==> src/tss_cfg.svh <==
// Constants of the trigger stage sequencer
`ifndef TSS_CFG_SVH
`define TSS_CFG_SVH

// ============================================================
// Sizes
`define TSS_STAGES 4
`define TSS_STG_W 2
`define TSS_CLAUSES 4
`define TSS_WRS 4
`define TSS_CNTS 2
`define TSS_CSEL_W 1
`define TSS_EVS 6
`define TSS_BUS_W 24
`define TSS_CNT_W 16
`define TSS_DLY_W 16

// ============================================================
// Counter operations
`define TSS_OP_INC 2'h0
`define TSS_OP_CLR 2'h1
`define TSS_OP_DEC 2'h2

// ============================================================
// Reset values
`define TSS_STAGE_RST 2'h0
`define TSS_CNT_RST 16'h0000
`define TSS_DLY_RST 16'h0000

`endif

==> src/tss_pkg.sv <==
// Types of the trigger stage sequencer
`include "tss_cfg.svh"

package tss_pkg;

  // ============================================================
  // Action group of one clause
  typedef struct packed {
    logic trig;
    logic [`TSS_DLY_W-1:0] trig_dly;
    logic store_gate_action;
    logic stage_jump_action;
    logic [`TSS_STG_W-1:0] jump_to;
    logic cnt_en;
    logic [`TSS_CSEL_W-1:0] cnt_sel;
    logic [1:0] cnt_op;
  } tss_action_type;

  typedef struct packed {
    logic used;
    logic combined;
    logic nested;
    logic [`TSS_EVS-1:0] members;
    logic [`TSS_EVS-1:0] invert;
    tss_action_type act;
  } tss_clause_type;

  typedef struct packed {
    logic used;
    logic else_used;
    tss_action_type else_act;
    tss_clause_type [`TSS_CLAUSES-1:0] clause;
  } tss_stage_type;

  typedef struct packed {
    logic [`TSS_BUS_W-1:0] value;
    logic [`TSS_BUS_W-1:0] care;
  } tss_wr_cfg_type;

  typedef struct packed {
    logic time_mode;
    logic [`TSS_CNT_W-1:0] limit;
  } tss_cnt_cfg_type;

  typedef enum logic [2:0] {
    ST_IDLE = 3'b001,
    ST_RUN  = 3'b010,
    ST_POST = 3'b100
  } tss_state_type;

endpackage : tss_pkg

==> src/tss_sequencer.sv <==
// Trigger stage sequencer: event evaluation, stage walk and actions
`timescale 1ns/10ps
`default_nettype none
`include "tss_cfg.svh"

module tss_sequencer
  import tss_pkg::*;
(
  input wire logic sys_clk,
  input wire logic rst,
  input wire logic sut_clk,
  input wire logic [`TSS_BUS_W-1:0] sut_bus,
  input wire logic acq_start,
  input wire logic acq_abort,
  input wire tss_stage_type [`TSS_STAGES-1:0] prog,
  input wire tss_wr_cfg_type [`TSS_WRS-1:0] wr_cfg,
  input wire tss_cnt_cfg_type [`TSS_CNTS-1:0] cnt_cfg,
  output logic acq_running,
  output logic triggered,
  output logic acq_done,
  output logic store_strobe,
  output logic prog_error,
  output logic [`TSS_STG_W-1:0] active_stage,
  output logic [`TSS_EVS-1:0] event_state
);

  // ============================================================
  // Pin synchronisers
  logic [2:0] clk_sync_r;
  logic [2:0] clk_sync_nxt;
  logic [`TSS_BUS_W-1:0] bus_s1_r, bus_s2_r, bus_s3_r;
  logic clk_lvl_r;
  logic clk_lvl_nxt;
  logic tick;

  always_comb begin
    clk_sync_nxt = {clk_sync_r[1:0], sut_clk};
    clk_lvl_nxt = clk_lvl_r;
    tick = 1'b0;
    // Level accepted only once stages two and three agree
    if (clk_sync_r[2] == clk_sync_r[1]) begin
      clk_lvl_nxt = clk_sync_r[2];
      tick = clk_sync_r[2] & ~clk_lvl_r;
    end
  end

  always_ff @(posedge sys_clk) begin
    if (rst) begin
      clk_sync_r <= 3'h0;
      clk_lvl_r <= 1'b0;
      bus_s1_r <= '0;
      bus_s2_r <= '0;
      bus_s3_r <= '0;
    end else begin
      clk_sync_r <= clk_sync_nxt;
      clk_lvl_r <= clk_lvl_nxt;
      bus_s1_r <= sut_bus;
      bus_s2_r <= bus_s1_r;
      bus_s3_r <= bus_s2_r;
    end
  end

  // ============================================================
  // Simple events
  logic [`TSS_WRS-1:0] wr_hit;
  logic [`TSS_CNTS-1:0] cnt_hit;
  logic [`TSS_CNT_W-1:0] cnt_r [`TSS_CNTS];
  logic [`TSS_EVS-1:0] ev;

  genvar gw;
  generate
    for (gw = 0; gw < `TSS_WRS; gw++) begin : g_wr
      // Bus travels the same three stages as the clock, so both line up
      assign wr_hit[gw] = ~|((bus_s3_r ^ wr_cfg[gw].value) & wr_cfg[gw].care);
    end
    for (gw = 0; gw < `TSS_CNTS; gw++) begin : g_cnt_ev
      assign cnt_hit[gw] = (cnt_r[gw] >= cnt_cfg[gw].limit);
    end
  endgenerate

  assign ev = {cnt_hit, wr_hit};

  // ============================================================
  // Program check
  logic prog_bad;

  always_comb begin
    prog_bad = 1'b0;
    for (int s = 0; s < `TSS_STAGES; s++) begin
      // Stages exist only in creation order
      if (s > 0 && prog[s].used && !prog[s-1].used) begin
        prog_bad = 1'b1;
      end
      if (prog[s].used) begin
        for (int c = 0; c < `TSS_CLAUSES; c++) begin
          if (prog[s].clause[c].used) begin
            if (prog[s].clause[c].nested) begin
              prog_bad = 1'b1;
            end
            if (!prog[s].clause[c].combined && |prog[s].clause[c].invert) begin
              prog_bad = 1'b1;
            end
            if (prog[s].clause[c].act.stage_jump_action &&
                !prog[prog[s].clause[c].act.jump_to].used) begin
              prog_bad = 1'b1;
            end
          end
        end
        if (prog[s].else_used && prog[s].else_act.stage_jump_action &&
            !prog[prog[s].else_act.jump_to].used) begin
          prog_bad = 1'b1;
        end
      end
    end
  end

  // ============================================================
  // Clause evaluation of the active stage
  tss_state_type state_r;
  tss_state_type state_nxt;
  logic [`TSS_STG_W-1:0] stage_r;
  logic [`TSS_CLAUSES:0] fire;
  tss_action_type acts [`TSS_CLAUSES+1];
  logic store_used;

  always_comb begin
    store_used = 1'b0;
    for (int s = 0; s < `TSS_STAGES; s++) begin
      store_used = store_used | (prog[s].else_used & prog[s].else_act.store_gate_action);
      for (int c = 0; c < `TSS_CLAUSES; c++) begin
        store_used = store_used |
          (prog[s].clause[c].used & prog[s].clause[c].act.store_gate_action);
      end
    end
  end

  always_comb begin
    fire = '0;
    // Only the active stage is looked at
    for (int c = 0; c < `TSS_CLAUSES; c++) begin
      acts[c] = prog[stage_r].clause[c].act;
      if (prog[stage_r].clause[c].used) begin
        if (prog[stage_r].clause[c].combined) begin
          fire[c] = |((ev ^ prog[stage_r].clause[c].invert) &
                      prog[stage_r].clause[c].members);
        end else begin
          fire[c] = |(ev & prog[stage_r].clause[c].members);
        end
      end
    end
    // Single fallback slot per stage
    acts[`TSS_CLAUSES] = prog[stage_r].else_act;
    fire[`TSS_CLAUSES] = prog[stage_r].else_used & ~|fire[`TSS_CLAUSES-1:0];
  end

  // ============================================================
  // Action merge with earliest-wins on conflicts
  logic do_trig;
  logic [`TSS_DLY_W-1:0] trig_dly;
  logic do_store;
  logic do_jump;
  logic [`TSS_STG_W-1:0] jump_to;
  logic [`TSS_CNTS-1:0] cnt_taken;
  logic [1:0] cnt_op [`TSS_CNTS];

  always_comb begin
    do_trig = 1'b0;
    trig_dly = `TSS_DLY_RST;
    do_store = 1'b0;
    do_jump = 1'b0;
    jump_to = stage_r;
    cnt_taken = '0;
    for (int k = 0; k < `TSS_CNTS; k++) begin
      cnt_op[k] = `TSS_OP_INC;
    end
    // All true clauses act in the same state clock
    for (int c = 0; c <= `TSS_CLAUSES; c++) begin
      if (fire[c]) begin
        if (acts[c].trig && !do_trig) begin
          do_trig = 1'b1;
          trig_dly = acts[c].trig_dly;
        end
        do_store = do_store | acts[c].store_gate_action;
        if (acts[c].stage_jump_action && !do_jump) begin
          do_jump = 1'b1;
          jump_to = acts[c].jump_to;
        end
        if (acts[c].cnt_en && !cnt_taken[acts[c].cnt_sel]) begin
          cnt_taken[acts[c].cnt_sel] = 1'b1;
          cnt_op[acts[c].cnt_sel] = acts[c].cnt_op;
        end
      end
    end
  end

  // ============================================================
  // Sequencer state
  logic [`TSS_STG_W-1:0] stage_nxt;
  logic [`TSS_DLY_W-1:0] dly_r;
  logic [`TSS_DLY_W-1:0] dly_nxt;
  logic [`TSS_CNT_W-1:0] cnt_nxt [`TSS_CNTS];
  logic running;
  logic act_tick;
  logic done_nxt;
  logic trig_nxt;
  logic store_nxt;

  assign running = (state_r == ST_RUN) || (state_r == ST_POST);
  assign act_tick = tick & running;

  always_comb begin
    state_nxt = state_r;
    stage_nxt = stage_r;
    dly_nxt = dly_r;
    done_nxt = acq_done;
    trig_nxt = triggered;
    store_nxt = 1'b0;
    case (state_r)
      ST_IDLE: begin
        if (acq_start && !prog_bad) begin
          state_nxt = ST_RUN;
          stage_nxt = `TSS_STAGE_RST;
          dly_nxt = `TSS_DLY_RST;
          done_nxt = 1'b0;
          trig_nxt = 1'b0;
        end
      end
      ST_RUN: begin
        if (act_tick && do_trig) begin
          state_nxt = ST_POST;
          dly_nxt = trig_dly;
          trig_nxt = 1'b1;
        end
      end
      ST_POST: begin
        // Delay counted in state clocks after the trigger
        if (tick) begin
          if (dly_r == `TSS_DLY_RST) begin
            state_nxt = ST_IDLE;
            done_nxt = 1'b1;
          end else begin
            dly_nxt = dly_r - 1'b1;
          end
        end
      end
      default: begin
        state_nxt = ST_IDLE;
      end
    endcase
    if (act_tick) begin
      // Without any store action every sample is kept
      store_nxt = do_store | ~store_used;
      if (do_jump) begin
        stage_nxt = jump_to;
      end
    end
    if (acq_abort && running) begin
      state_nxt = ST_IDLE;
      done_nxt = 1'b1;
    end
  end

  // ============================================================
  // Counters
  always_comb begin
    for (int k = 0; k < `TSS_CNTS; k++) begin
      cnt_nxt[k] = cnt_r[k];
      if (state_r == ST_IDLE && acq_start && !prog_bad) begin
        cnt_nxt[k] = `TSS_CNT_RST;
      end else if (running) begin
        // Time base is the system clock, so elapsed time runs between state clocks
        if (cnt_cfg[k].time_mode && !cnt_hit[k]) begin
          cnt_nxt[k] = cnt_r[k] + 1'b1;
        end
        if (act_tick && cnt_taken[k]) begin
          case (cnt_op[k])
            `TSS_OP_INC: begin
              if (cnt_r[k] != '1) begin
                cnt_nxt[k] = cnt_r[k] + 1'b1;
              end
            end
            `TSS_OP_CLR: begin
              cnt_nxt[k] = `TSS_CNT_RST;
            end
            `TSS_OP_DEC: begin
              if (cnt_r[k] != '0) begin
                cnt_nxt[k] = cnt_r[k] - 1'b1;
              end
            end
            default: begin
              cnt_nxt[k] = cnt_r[k];
            end
          endcase
        end
      end
    end
  end

  always_ff @(posedge sys_clk) begin
    if (rst) begin
      state_r <= ST_IDLE;
      stage_r <= `TSS_STAGE_RST;
      dly_r <= `TSS_DLY_RST;
      for (int k = 0; k < `TSS_CNTS; k++) begin
        cnt_r[k] <= `TSS_CNT_RST;
      end
    end else begin
      state_r <= state_nxt;
      stage_r <= stage_nxt;
      dly_r <= dly_nxt;
      for (int k = 0; k < `TSS_CNTS; k++) begin
        cnt_r[k] <= cnt_nxt[k];
      end
    end
  end

  // ============================================================
  // Registered outputs
  always_ff @(posedge sys_clk) begin
    if (rst) begin
      acq_running <= 1'b0;
      triggered <= 1'b0;
      acq_done <= 1'b0;
      store_strobe <= 1'b0;
      prog_error <= 1'b0;
      active_stage <= `TSS_STAGE_RST;
      event_state <= '0;
    end else begin
      acq_running <= (state_nxt == ST_RUN) || (state_nxt == ST_POST);
      triggered <= trig_nxt;
      acq_done <= done_nxt;
      store_strobe <= store_nxt;
      prog_error <= prog_bad;
      active_stage <= stage_nxt;
      event_state <= ev;
    end
  end

endmodule : tss_sequencer
`default_nettype wire

==> config.mk <==
export PLATFORM = sky130hd
export DESIGN_NAME = tss_sequencer
export DESIGN_NICKNAME = d
export VERILOG_FILES = /design/src/tss_pkg.sv /design/src/tss_sequencer.sv
export VERILOG_INCLUDE_DIRS = /design/src
export SDC_FILE = /design/constraint.sdc
export NUM_CORES = 1
export LEC_CHECK = 0
export BUFFER_PORTS_ARGS = -buffer_cell sky130_fd_sc_hd__buf_2
export CORE_AREA = 2 2 393 395
export DETAILED_ROUTE_END_ITERATION = 8
export DIE_AREA = 0 0 395 397
export PLACE_DENSITY = 0.39
export SYNTH_ARGS = -nofsm -noshare
export SYNTH_HDL_FRONTEND = slang
export SYNTH_SLANG_ARGS = --single-unit
==> constraint.sdc <==
create_clock -name sys_clk -period 16.2 [get_ports sys_clk]
set_clock_uncertainty 0.15 [all_clocks]
set_input_delay 2.43 -clock sys_clk [delete_from_list [all_inputs] [get_ports sys_clk]]
set_output_delay 2.43 -clock sys_clk [all_outputs]
set_load 0.03 [all_outputs]
=== After elaboration in Yosys (flattened, before gate mapping) ===
Memories as Yosys holds them, arrays and structs flattened.
Index checks and enable logic that the tools add are counted.

* Muxes and demuxes: 265
* $add $sub $neg: 5
* Reductions and logical operators: 178
* Order comparisons: 43
* Equal/unequal tests: 19
* Bitwise operators: 82

{| class="wikitable"
|+ Operators by type and width
! operator !! count
|-
| binary-select mux 187 bit (select 2 bit) || 21
|-
| two-way mux 187 bit || 20
|-
| two-way mux 16 bit || 28
|-
| two-way mux 186 bit || 1
|-
| case mux 16 bit (3 select lines) || 3
|-
| OR reduction 6 bit || 24
|-
| two-way mux 1 bit || 131
|-
| bitwise AND 24 bit || 4
|-
| OR reduction 24 bit || 4
|-
| XOR 24 bit || 4
|-
| logical AND 1 bit || 75
|-
| less-than comparator 2 x 3 -> 1 bit (second input constant) || 21
|-
| zero test 1 bit || 60
|-
| two-way mux 2 bit || 29
|-
| bitwise AND 6 bit || 8
|-
| subtractor 16 x 1 -> 16 bit (second input constant) || 3
|-
| two-way mux 4 bit || 10
|-
| adder 16 x 1 -> 16 bit (second input constant) || 2
|-
| >= comparator 16 bit || 2
|-
| inequality test 16 bit (second input constant) || 2
|-
| nonzero test 16 bit || 2
|-
| OR 1 bit || 26
|-
| XOR 6 bit || 4
|-
| bitwise AND 1 bit || 23
|-
| other kinds (35) || 85
|}

* Logic and storage cells: 607
* Memory bits (writable): 32
* Input bits: 1,003
* Memories kept: 1
* Register bits after elaboration: 108
* Output and inout bits: 13

{| class="wikitable"
|+ Memory list
! memory !! words !! bits a word !! rd ports !! clocked after memory_dff !! write ports !! RTL line !! text
|-
| cnt_r || 2 || 16 || 2 || 0 || 2 || tss_sequencer.sv:67 || <nowiki>logic [`TSS_CNT_W-1:0] cnt_r [`TSS_CNTS];</nowiki>
|}

=== Logic depth before layout (Yosys ltp) ===
Gate-level depths: netlist (run 1).

* Word-level depth: 84
* Depth in mapped cells: 28
* Gate-level depth less buffers: 24

=== Least setup slack after synthesis (run 1) ===
No wires, ideal clock.

* Path kind: input to register
* Start: input cnt_cfg[28] (netlist name)
* End: memory cnt_r[0][3] (netlist name)
* Slack: 9.226 ns
* Stages: 20
* Path buffers: 0
* Data arrival time: 6.720 ns
* Required time: 15.947 ns
* Library setup time: 0.103 ns
* Path through: inv_1 -> ha_1 -> a21oi_1 -> nand2_1 -> nor3_1 -> a211oi_1 -> a2111o_1 -> o2111a_1 -> o21a_1 -> or4_4 -> nor2_1 -> a21oi_1 -> ha_1 -> nor3_1 -> nor2_1 -> o21ai_0 -> a21oi_1 -> o21ai_0 -> a211oi_1 -> a2111oi_2

{| class="wikitable"
|+ RTL lines
! what !! RTL line !! text
|-
| start: declaration || tss_sequencer.sv:17 || <nowiki>input wire tss_cnt_cfg_type [`TSS_CNTS-1:0] cnt_cfg,</nowiki>
|-
| end: declaration || tss_sequencer.sv:67 ||
|}

==> results of run 1 <==
-- cell families (layout without fill, tap and decap cells) --
| group | after synthesis | count (layout) | share of synthesized area, % |
|---|---|---|---|
| other cells | 0 | 70 | 0 |
| compound gates | 531 | 531 | 21.7 |
| simple gates | 652 | 652 | 20.1 |
| flops | 140 | 140 | 16.5 |
| fa+ha+maj | 45 | 45 | 3.32 |
| mux | 226 | 226 | 27.1 |
| xor+xnor | 124 | 124 | 6.40 |
| buf+inv | 191 | 1147 | 4.78 |
-- worst max-delay path: cells and delay by family --
kind	cells	cell delay (ps)
mux	1	310
xor+xnor	2	340
simple gates	8	3160
fa+ha+maj	1	590
buf+inv	2	340
compound gates	7	2360
-- metal layers --
metal | wire [µm] | part of all wire [%]
met1 | 74800 | 43
met2 | 80400 | 46
met3 | 14400 | 8.2
met4 | 5730 | 3.3
met5 | 406 | 0.23
-- through the flow --
step | setup WS [ps] | power, mW
6_report | 6930 | 1.20
2_1_floorplan | 9230 | 0.514
3_5_place_dp | 6490 | 0.797
4_1_cts | 7030 | 1.21
3_3_place_gp | 6540 | 0.797
5_1_grt | 6510 | 1.24
-- report_power, final --
part           internal, mW  switching, mW  leakage, nW
clock network         0.201          0.209        0.268
registers             0.352         0.0125         1.14
logic                 0.179          0.247         8.97
-- cell type report --
type	count	area [µm²]	area share [%]
diodes	70	175	0.698
clock buffers	17	425	1.70
clock inverters	15	133	0.529
inverters	63	236	0.942
multi-input cells	1578	13400	53.3
flip-flops and latches	140	2810	11.2
well taps	2044	2560	10.2
repair buffers	1052	5370	21.4
-- cells in the mapped netlist, drive strengths merged, types with 30 or more instances --
| master | count |
|---|---|
| mux4 | 186 |
| nand2 | 142 |
| dfxtp | 140 |
| nor2 | 130 |
| xor2 | 104 |
| a21oi | 103 |
| nor2b | 100 |
| o21ai | 94 |
| clkbuf | 84 |
| a22oi | 73 |
| inv | 62 |
| nor4 | 48 |
| ha | 45 |
| buf | 44 |
| nand3 | 40 |
| nor3 | 40 |
| o31ai | 32 |
| nand4 | 31 |
| a211oi | 30 |
| and3 | 30 |
-- how the worst max path moves through the flow --
stage	slack, ps	to	depth (start not counted)
final	6930	cnt_r[0][30]	21
after global routing	6510	cnt_r[0][23]	21
after CTS	7030	cnt_r[0][30]	21
after detailed placement	6490	cnt_r[0][30]	21
after global placement	6540	cnt_r[0][25]	19
after floorplan	9230	cnt_r[0][3]	20
-- flip-flops by register name, summed over array words and instances (netlist names), 3 cells and up --
register,flops
dly_r,16
clk_sync_r,3
bus_s1_r,24
bus_s2_r,24
event_state,6
state_r,3
bus_s3_r,24
cnt_r,32
==> flow_summary.ini, run 1 <==
[worst_hold_path]
hold_end = bus_s3_r[17]
hp-start = bus_s2_r[17]
hold_path.class = reg2reg
holdPathStages = 1

[grt]
busiest_layer = met2
gr-usage-met3_pct = 5.38
grt_pass1_wl_um = 222000
grtUsageMet2_pct = 35.2
grtUsageTotal_pct = 21.7
grt_max_degree = 68
grt_pass1_vias = 21500
met1_usage_pct = 28.2
antenna_found_initial = 199
overflow = 0

[synth]
async_reset_ff_share_pct = 0
synth_edf_count = 0
synth_cell_type_count = 93
syn_area_per_cell_um2 = 8.89
synth_fp_nets = 2957
synth_cells = 1909
synth_seq_area_share_pct = 16.5
synth_ff_type = dfxtp_1
ys_ff_latch = 140
syn_area_um2 = 17000
synthTopCellsByArea = mux4_2 (25%), dfxtp_1 (17%), xor2_1 (5.4%), nor2b_1 (3.7%), ha_1 (3.3%)
post-synth-top-area-cell = mux4_2
synth_top_cell_area_share_pct = 24.7
ys_warn_count = 0

[setup_path]
timing.critical_path.from = wr_cfg[43]
r2r_cells = 20
cp_max_fo = 19
critPathCaptureType = flip-flop
critical_path_class = in2reg
r2r-start = bus_s3_r[19]
crit_chain = buf_2 -> xor2_1 -> a22oi_1 -> nand4_1 -> or3_1 -> xnor2_1 -> a221o_1 -> o211ai_1 -> o221ai_1 -> nor3_1 -> nand2_1 -> nand2_1 -> a21oi_1 -> ha_1 -> inv_1 -> nand2_1 -> nor2_1 -> a22oi_1 -> mux2_2 -> a21oi_1 -> and3_1
cp.required_ps = 16500
crit_path_start_kind = input port
reg2reg_slack_ps = 8070
crit_arrival_ps = 9580
cp_slowest_stage_delay_ps = 840
rr_endpoint = cnt_r[0][30]
path_common_cell = nand2_1
crit_slowest_cell = a22oi_1

[floorplan]
die_y_um = 397
core-area_um2 = 153000
start_util_pct = 11.1
rows = 144
die_w_um = 395
die_area_um2 = 157000
io_pins = 1016

[cts]
htree_levels = 4
cts.repair.resized = 0
clk_pin_slew_worst_paths_ps = 80
cts_tree = yes
hold_buffers = 0
cts_setup_buffers = 0
clk_latency_ps = 510
clk_root_buffer_cell = clkbuf_16
clock-sinks = 140
clockBufferDepth = 2
cts_made_buffers = 17

[sta]
finalHoldViolCount = 0
worst_pin_slew_ps = 1230
finalCriticalPeriod_ps = 9270
whs_ps = 277
rsz0062_at_grt = no
period_share_pct = 57.2
finalSetupViolations = 0
max_freq_ghz = 0.108
finalSetupTns_ps = 0
relSlewSlack_pct = 17.9
slew_viol_final = 0

[finish]
finish.net_count = 3900
num-fill-cells = 17600
drive_gt1_share_pct = 46.3
syn_to_final_growth_pct = 47.8
final_area_um2 = 25100
mostFrequentLayoutCells = buf_2 (1014), mux4_2 (186), nand2_1 (141)
fin_util_pct = 16.4
finalNonFillerCells = 4979
final_common_cell = buf_2

[power]
powerDensity_nw_per_um2 = 47.8
vdd_drop_max_mv = 0.0578
p_leak_nw = 10.4

[routing]
drt-total-wl_um = 176000
drc = 0
vias = 22500
first_pass_iters = 6
drt-initial-drc-count = 2343
wl_per_cell_um = 35.3
ant_nets = 0
viasPerCell = 4.53

[placement]
place_area_um2 = 24400
dp_cells = 4877
port_buffers = 1015
place_hpwl_um = 159000
place_congestion = 0.959

[status]
outcome = finished, final reports clean

[flow_run]
cap_violations = 0
Power figures use the tool's default switching activity.
==> run 2, diff against run 1 <==
- PLACE_DENSITY: 0.39 -> 0.4
- clock period: 16.2 -> 7.9 ns (I/O delays scaled with it)
==> run 2 against run 1 <==
Utilization grew 0.33 points. Register-to-register slack got worse by 7100 ps. Non-clock buffer count up 42. Wire length is 0.53% lower. Die area unchanged. Clock power rose by 120%. Via count up 0.27%. Sequential power up 100%. Critical path depth fell by 1. Sequential share of layout area shrank 0.22 points. Critical path type is now reg2reg.
==> flow_summary.ini, run 2 (synthesized netlist as in run 1, its figures left out) <==
[status]
outcome = finished, final reports clean

[grt]
antenna_found_initial = 191
grt_pass1_wl_um = 221000
gr-usage-met3_pct = 6.47
overflow = 0
met1_usage_pct = 27.7
grt_pass1_vias = 21600
grtUsageTotal_pct = 21.5
busiest_layer = met2
grtUsageMet2_pct = 34.6
grt_max_degree = 86

[finish]
finish.net_count = 3942
regMostFlops = cnt_r
largest_reg_flops = 32
multiInputGateArea_um2 = 13400
num-fill-cells = 17600
syn_to_final_growth_pct = 50.8
seq_area_um2 = 2810
final_common_cell = buf_2
drive_gt1_share_pct = 47.0
mostFrequentLayoutCells = buf_2 (1014), mux4_2 (186), nand2_1 (141)

[sta]
finalCriticalPeriod_ps = 6890
finalHoldViolCount = 0
worst_pin_slew_ps = 1400
rsz0062_at_grt = no
slew_viol_final = 0
relSlewSlack_pct = 5.59
finalSetupViolations = 0
period_share_pct = 87.2
max_freq_ghz = 0.145
finalSetupTns_ps = 0

[floorplan]
die_y_um = 397
start_util_pct = 11.1
die_w_um = 395
rows = 144
io_pins = 1016
core-area_um2 = 153000
die_area_um2 = 157000

[cts]
cts.repair.resized = 0
clk_latency_ps = 510
clockBufferDepth = 2
cts_setup_buffers = 0
clock-sinks = 140
htree_levels = 4
clk_root_buffer_cell = clkbuf_16
cts_tree = yes
cts_made_buffers = 17
hold_buffers = 0
clk_pin_slew_worst_paths_ps = 70

[worst_hold_path]
hold_path.class = reg2reg
hold_end = bus_s2_r[7]
hp-start = bus_s1_r[7]
holdPathStages = 1

[setup_path]
critical_path_class = reg2reg
r2r-start = bus_s3_r[18]
reg2reg_slack_ps = 1010
crit_chain = xor2_1 -> a22oi_1 -> nand4_1 -> or3_1 -> xnor2_1 -> a221o_1 -> o211ai_1 -> o221a_2 -> and3_1 -> nand2_1 -> nand2_1 -> a21oi_1 -> ha_1 -> buf_4 -> o21ai_1 -> o21ai_0 -> a21oi_1 -> o21ai_0 -> a211oi_1 -> a2111oi_2
crit_slowest_cell = dfxtp_1
rr_endpoint = cnt_r[0][3]
crit_buf_inv = 1
crit_arrival_ps = 7110
crit_path_start_kind = flip-flop
cp.required_ps = 8120
r2r_cells = 20
cp_slowest_stage_delay_ps = 970
crit_family = compound AO/OA/AOI/OAI gates
critPathCaptureType = flip-flop
cp_max_fo = 12

[routing]
viasPerCell = 4.47
vias = 22600
drt-initial-drc-count = 2274
drc = 0
drt-total-wl_um = 175000
first_pass_iters = 7
wl_per_cell_um = 34.6
ant_nets = 0

[placement]
port_buffers = 1015
place_congestion = 0.989
place_hpwl_um = 158000

[power]
total_power_mw = 2.54
powerDensity_nw_per_um2 = 99.1
vdd_drop_max_mv = 0.136
p_leak_nw = 10.6

[flow_run]
cap_violations = 0
-- run 2: changes by cell type in the layout (fill, tap and decap cells not counted), moves of 2 or more --
cell,before,now
buf_12,1,4
buf_4,37,76
bufinv_16,0,2
clkinv_2,2,0
diode_2,70,107
inv_6,5,2
inv_8,2,4
-- run 2: worst max-delay path by stage --
| stage | from | slack [ps] | cells past startpoint | end |
|---|---|---|---|---|
| global placement | wr_cfg[19] | 870 | 20 | cnt_r[0][3] |
| finish | bus_s3_r[18] | 1010 | 20 | cnt_r[0][3] |
| global route | bus_s3_r[6] | 690 | 20 | cnt_r[0][3] |
| floorplan | cnt_cfg[28] | 2170 | 20 | cnt_r[0][3] |
| CTS | bus_s3_r[6] | 1180 | 20 | cnt_r[0][3] |
| detailed placement | wr_cfg[19] | 780 | 20 | cnt_r[0][3] |
-- run 2: per-stage QoR --
stage          hold slack [ps]  worst slack (ps)  area (µm²)  std cells  util [%]
6_report                   281              1010       25600       5058      16.7
5_1_grt                    299               685       25400       4975      16.6
4_1_cts                    287              1180       25300       4951      16.6
3_5_place_dp               272               778       24700       4919      16.2
3_3_place_gp               265               873       24700       4919      16.2
2_1_floorplan              264              2170       17000       1909         -
-- run 2: area by class of cell --
| type | instances | area share, % |
|---|---|---|
| Antenna cell | 107 | 1.05 |
| Clock buffer | 18 | 1.72 |
| Clock inverter | 14 | 0.704 |
| Inverter | 63 | 0.924 |
| Multi-Input combinational cell | 1578 | 52.3 |
| Sequential cell | 140 | 11.0 |
| Tap cell | 2044 | 9.99 |
| Timing Repair Buffer | 1094 | 22.4 |
-- run 2: routing by layer --
metal / up-vias / share of wire, % / wire (µm)
met4: 72 / 3.3 / 5680
li1: 9605 / - / -
met2: 1513 / 45 / 78900
met3: 337 / 9.8 / 17100
met1: 11100 / 42 / 72600
met5: - / 0.26 / 462
-- run 2: power by group --
group          switching, mW  internal [mW]  total [mW]  leakage [nW]
logic                  0.500          0.376       0.877          9.18
clock network          0.428          0.487       0.914         0.298
registers             0.0244          0.722       0.746          1.14
==> run 3, diff against run 2 <==
- REMOVE_ABC_BUFFERS: not set -> 1
==> run 3 against run 2 <==
Wire length fell by 8.4%. Clock-buffer cell count is 1 lower. Sequential share of layout area up 0.13 points. Via count fell by 3.9%. Maximum frequency rose by 2.6%. Utilization fell by 0.20 points. Setup slack improved by 170 ps. Critical path depth unchanged. Register-to-register slack improved by 370 ps. Highest routed layer unchanged.
==> flow_summary.ini, run 3 (synthesized netlist as in run 1, its figures left out) <==
[setup_path]
cp.required_ps = 8180
crit_path_start_kind = input port
critical_path_class = in2reg
critPathCaptureType = flip-flop
crit_arrival_ps = 7000
cp_max_fo = 13

[grt]
grt_pass1_wl_um = 206000
grtUsageTotal_pct = 19.8
grt_max_degree = 60
overflow = 0
antenna_found_initial = 129
grt_pass1_vias = 21200

[status]
outcome = finished, final reports clean

[flow_run]
cap_violations = 0

[routing]
ant_nets = 0
wl_per_cell_um = 32.1
first_pass_iters = 5
viasPerCell = 4.36
drc = 0
vias = 21700
drt-initial-drc-count = 1784
drt-total-wl_um = 160000

[sta]
worst_pin_slew_ps = 1190
max_freq_ghz = 0.149
finalHoldViolCount = 0
finalCriticalPeriod_ps = 6720
slew_viol_final = 0
relSlewSlack_pct = 19.6
rsz0062_at_grt = no
finalSetupViolations = 0
period_share_pct = 85.0

[placement]
place_hpwl_um = 143000
place_area_um2 = 24500
place_congestion = 0.955
port_buffers = 1015

[finish]
multiInputGateArea_um2 = 13400
largest_reg_flops = 32
final_area_um2 = 25300
syn_to_final_growth_pct = 49.0
finish.net_count = 3924
seq_area_um2 = 2810
final_common_cell = buf_2
drive_gt1_share_pct = 46.9
regMostFlops = cnt_r
mostFrequentLayoutCells = buf_2 (1014), mux4_2 (186), nand2_1 (141)
num-fill-cells = 17500

[cts]
htree_levels = 4
cts_tree = yes
clk_pin_slew_worst_paths_ps = 90
hold_buffers = 0
cts_setup_buffers = 0
clk_latency_ps = 530
clockBufferDepth = 2
cts.repair.resized = 0
clock-sinks = 140
clk_root_buffer_cell = clkbuf_16
cts_made_buffers = 17

[floorplan]
die_w_um = 395
start_util_pct = 11.1
die_y_um = 397
rows = 144
die_area_um2 = 157000
io_pins = 1016
core-area_um2 = 153000

[power]
p_int_mw = 1.52
power.switching_mw = 0.973
combPwrFrac_pct = 34.4
switching_share_pct = 39.0
p_clk_share_pct = 36.1
powerDensity_nw_per_um2 = 98.7
pwr-share-seq_pct = 29.5
vdd_drop_max_mv = 0.131
total_power_mw = 2.50
p_leak_nw = 10.5

[worst_hold_path]
hold_path.class = reg2reg
## run 3: cell types whose count changed in the layout (fill, tap and decap cells not counted), moves of 3 or more
cell	delta
nor2_2	+3
diode_2	-57
buf_4	-14
o31ai_2	+3
o31ai_1	-3
clkinv_8	+5
buf_12	-4
## run 3: final timing paths
path           startpoint           to  slack, ps  cells after the start
min reg2reg   bus_s1_r[3]  bus_s2_r[3]        270                      1
min           bus_s1_r[3]  bus_s2_r[3]        270                      1
max            wr_cfg[32]  cnt_r[0][6]       1180                     20
max reg2reg  bus_s3_r[10]  cnt_r[0][6]       1380                     19
## run 3: critical path: stages
cell      delay [ps]
buf_2            110
xor2_1           170
a22oi_1          390
nand4_1          310
or3_1            680
a211oi_1         550
o211ai_1         260
o21ba_2          290
or4_4            560
nor2_1           310
a21oi_1          160
ha_1             330
inv_1            140
nand3_1          450
nor4_1           390
a21oi_1           70
o211ai_1         170
nor3_1            60
a31o_1           190
a211oi_1         210
## run 3: final cells by class
cell class	instances	area share [%]
Inverter	63	0.935
Timing Repair Buffer	1076	21.9
Antenna cell	50	0.495
Clock buffer	17	1.68
Multi-Input combinational cell	1578	53.0
Sequential cell	140	11.1
Tap cell	2044	10.1
Clock inverter	15	0.767
## run 3: power by group through the flow
stage               clock network (mW)  registers (mW)  logic (mW)
global placement                     0           0.754       0.860
finish                           0.901           0.737       0.859
detailed placement                   0           0.754       0.861
CTS                              0.957           0.737       0.865
global route                     0.967           0.739       0.916
floorplan                            0           0.748       0.294
## run 3: stage by stage
step	util (%)	TNS (ps)	setup WS (ps)	hold WS (ps)	instances
3_5_place_dp	16.0	0	615	270	4901
5_1_grt	16.5	0	754	278	4953
4_1_cts	16.5	0	1190	266	4933
6_report	16.5	0	1180	268	4983
3_3_place_gp	16.0	0	576	265	4901
2_1_floorplan	-	-205690	-4200	264	1781
## run 3: layer usage
| metal | up-vias | track usage, % | part of all wire, % |
|---|---|---|---|
| li1 | 9501 | - | - |
| met1 | 10800 | 25.2 | 43 |
| met2 | 1125 | 31.4 | 45 |
| met3 | 231 | 6.86 | 9.0 |
| met4 | 56 | 5.51 | 2.8 |
| met5 | - | 0 | 0.21 |
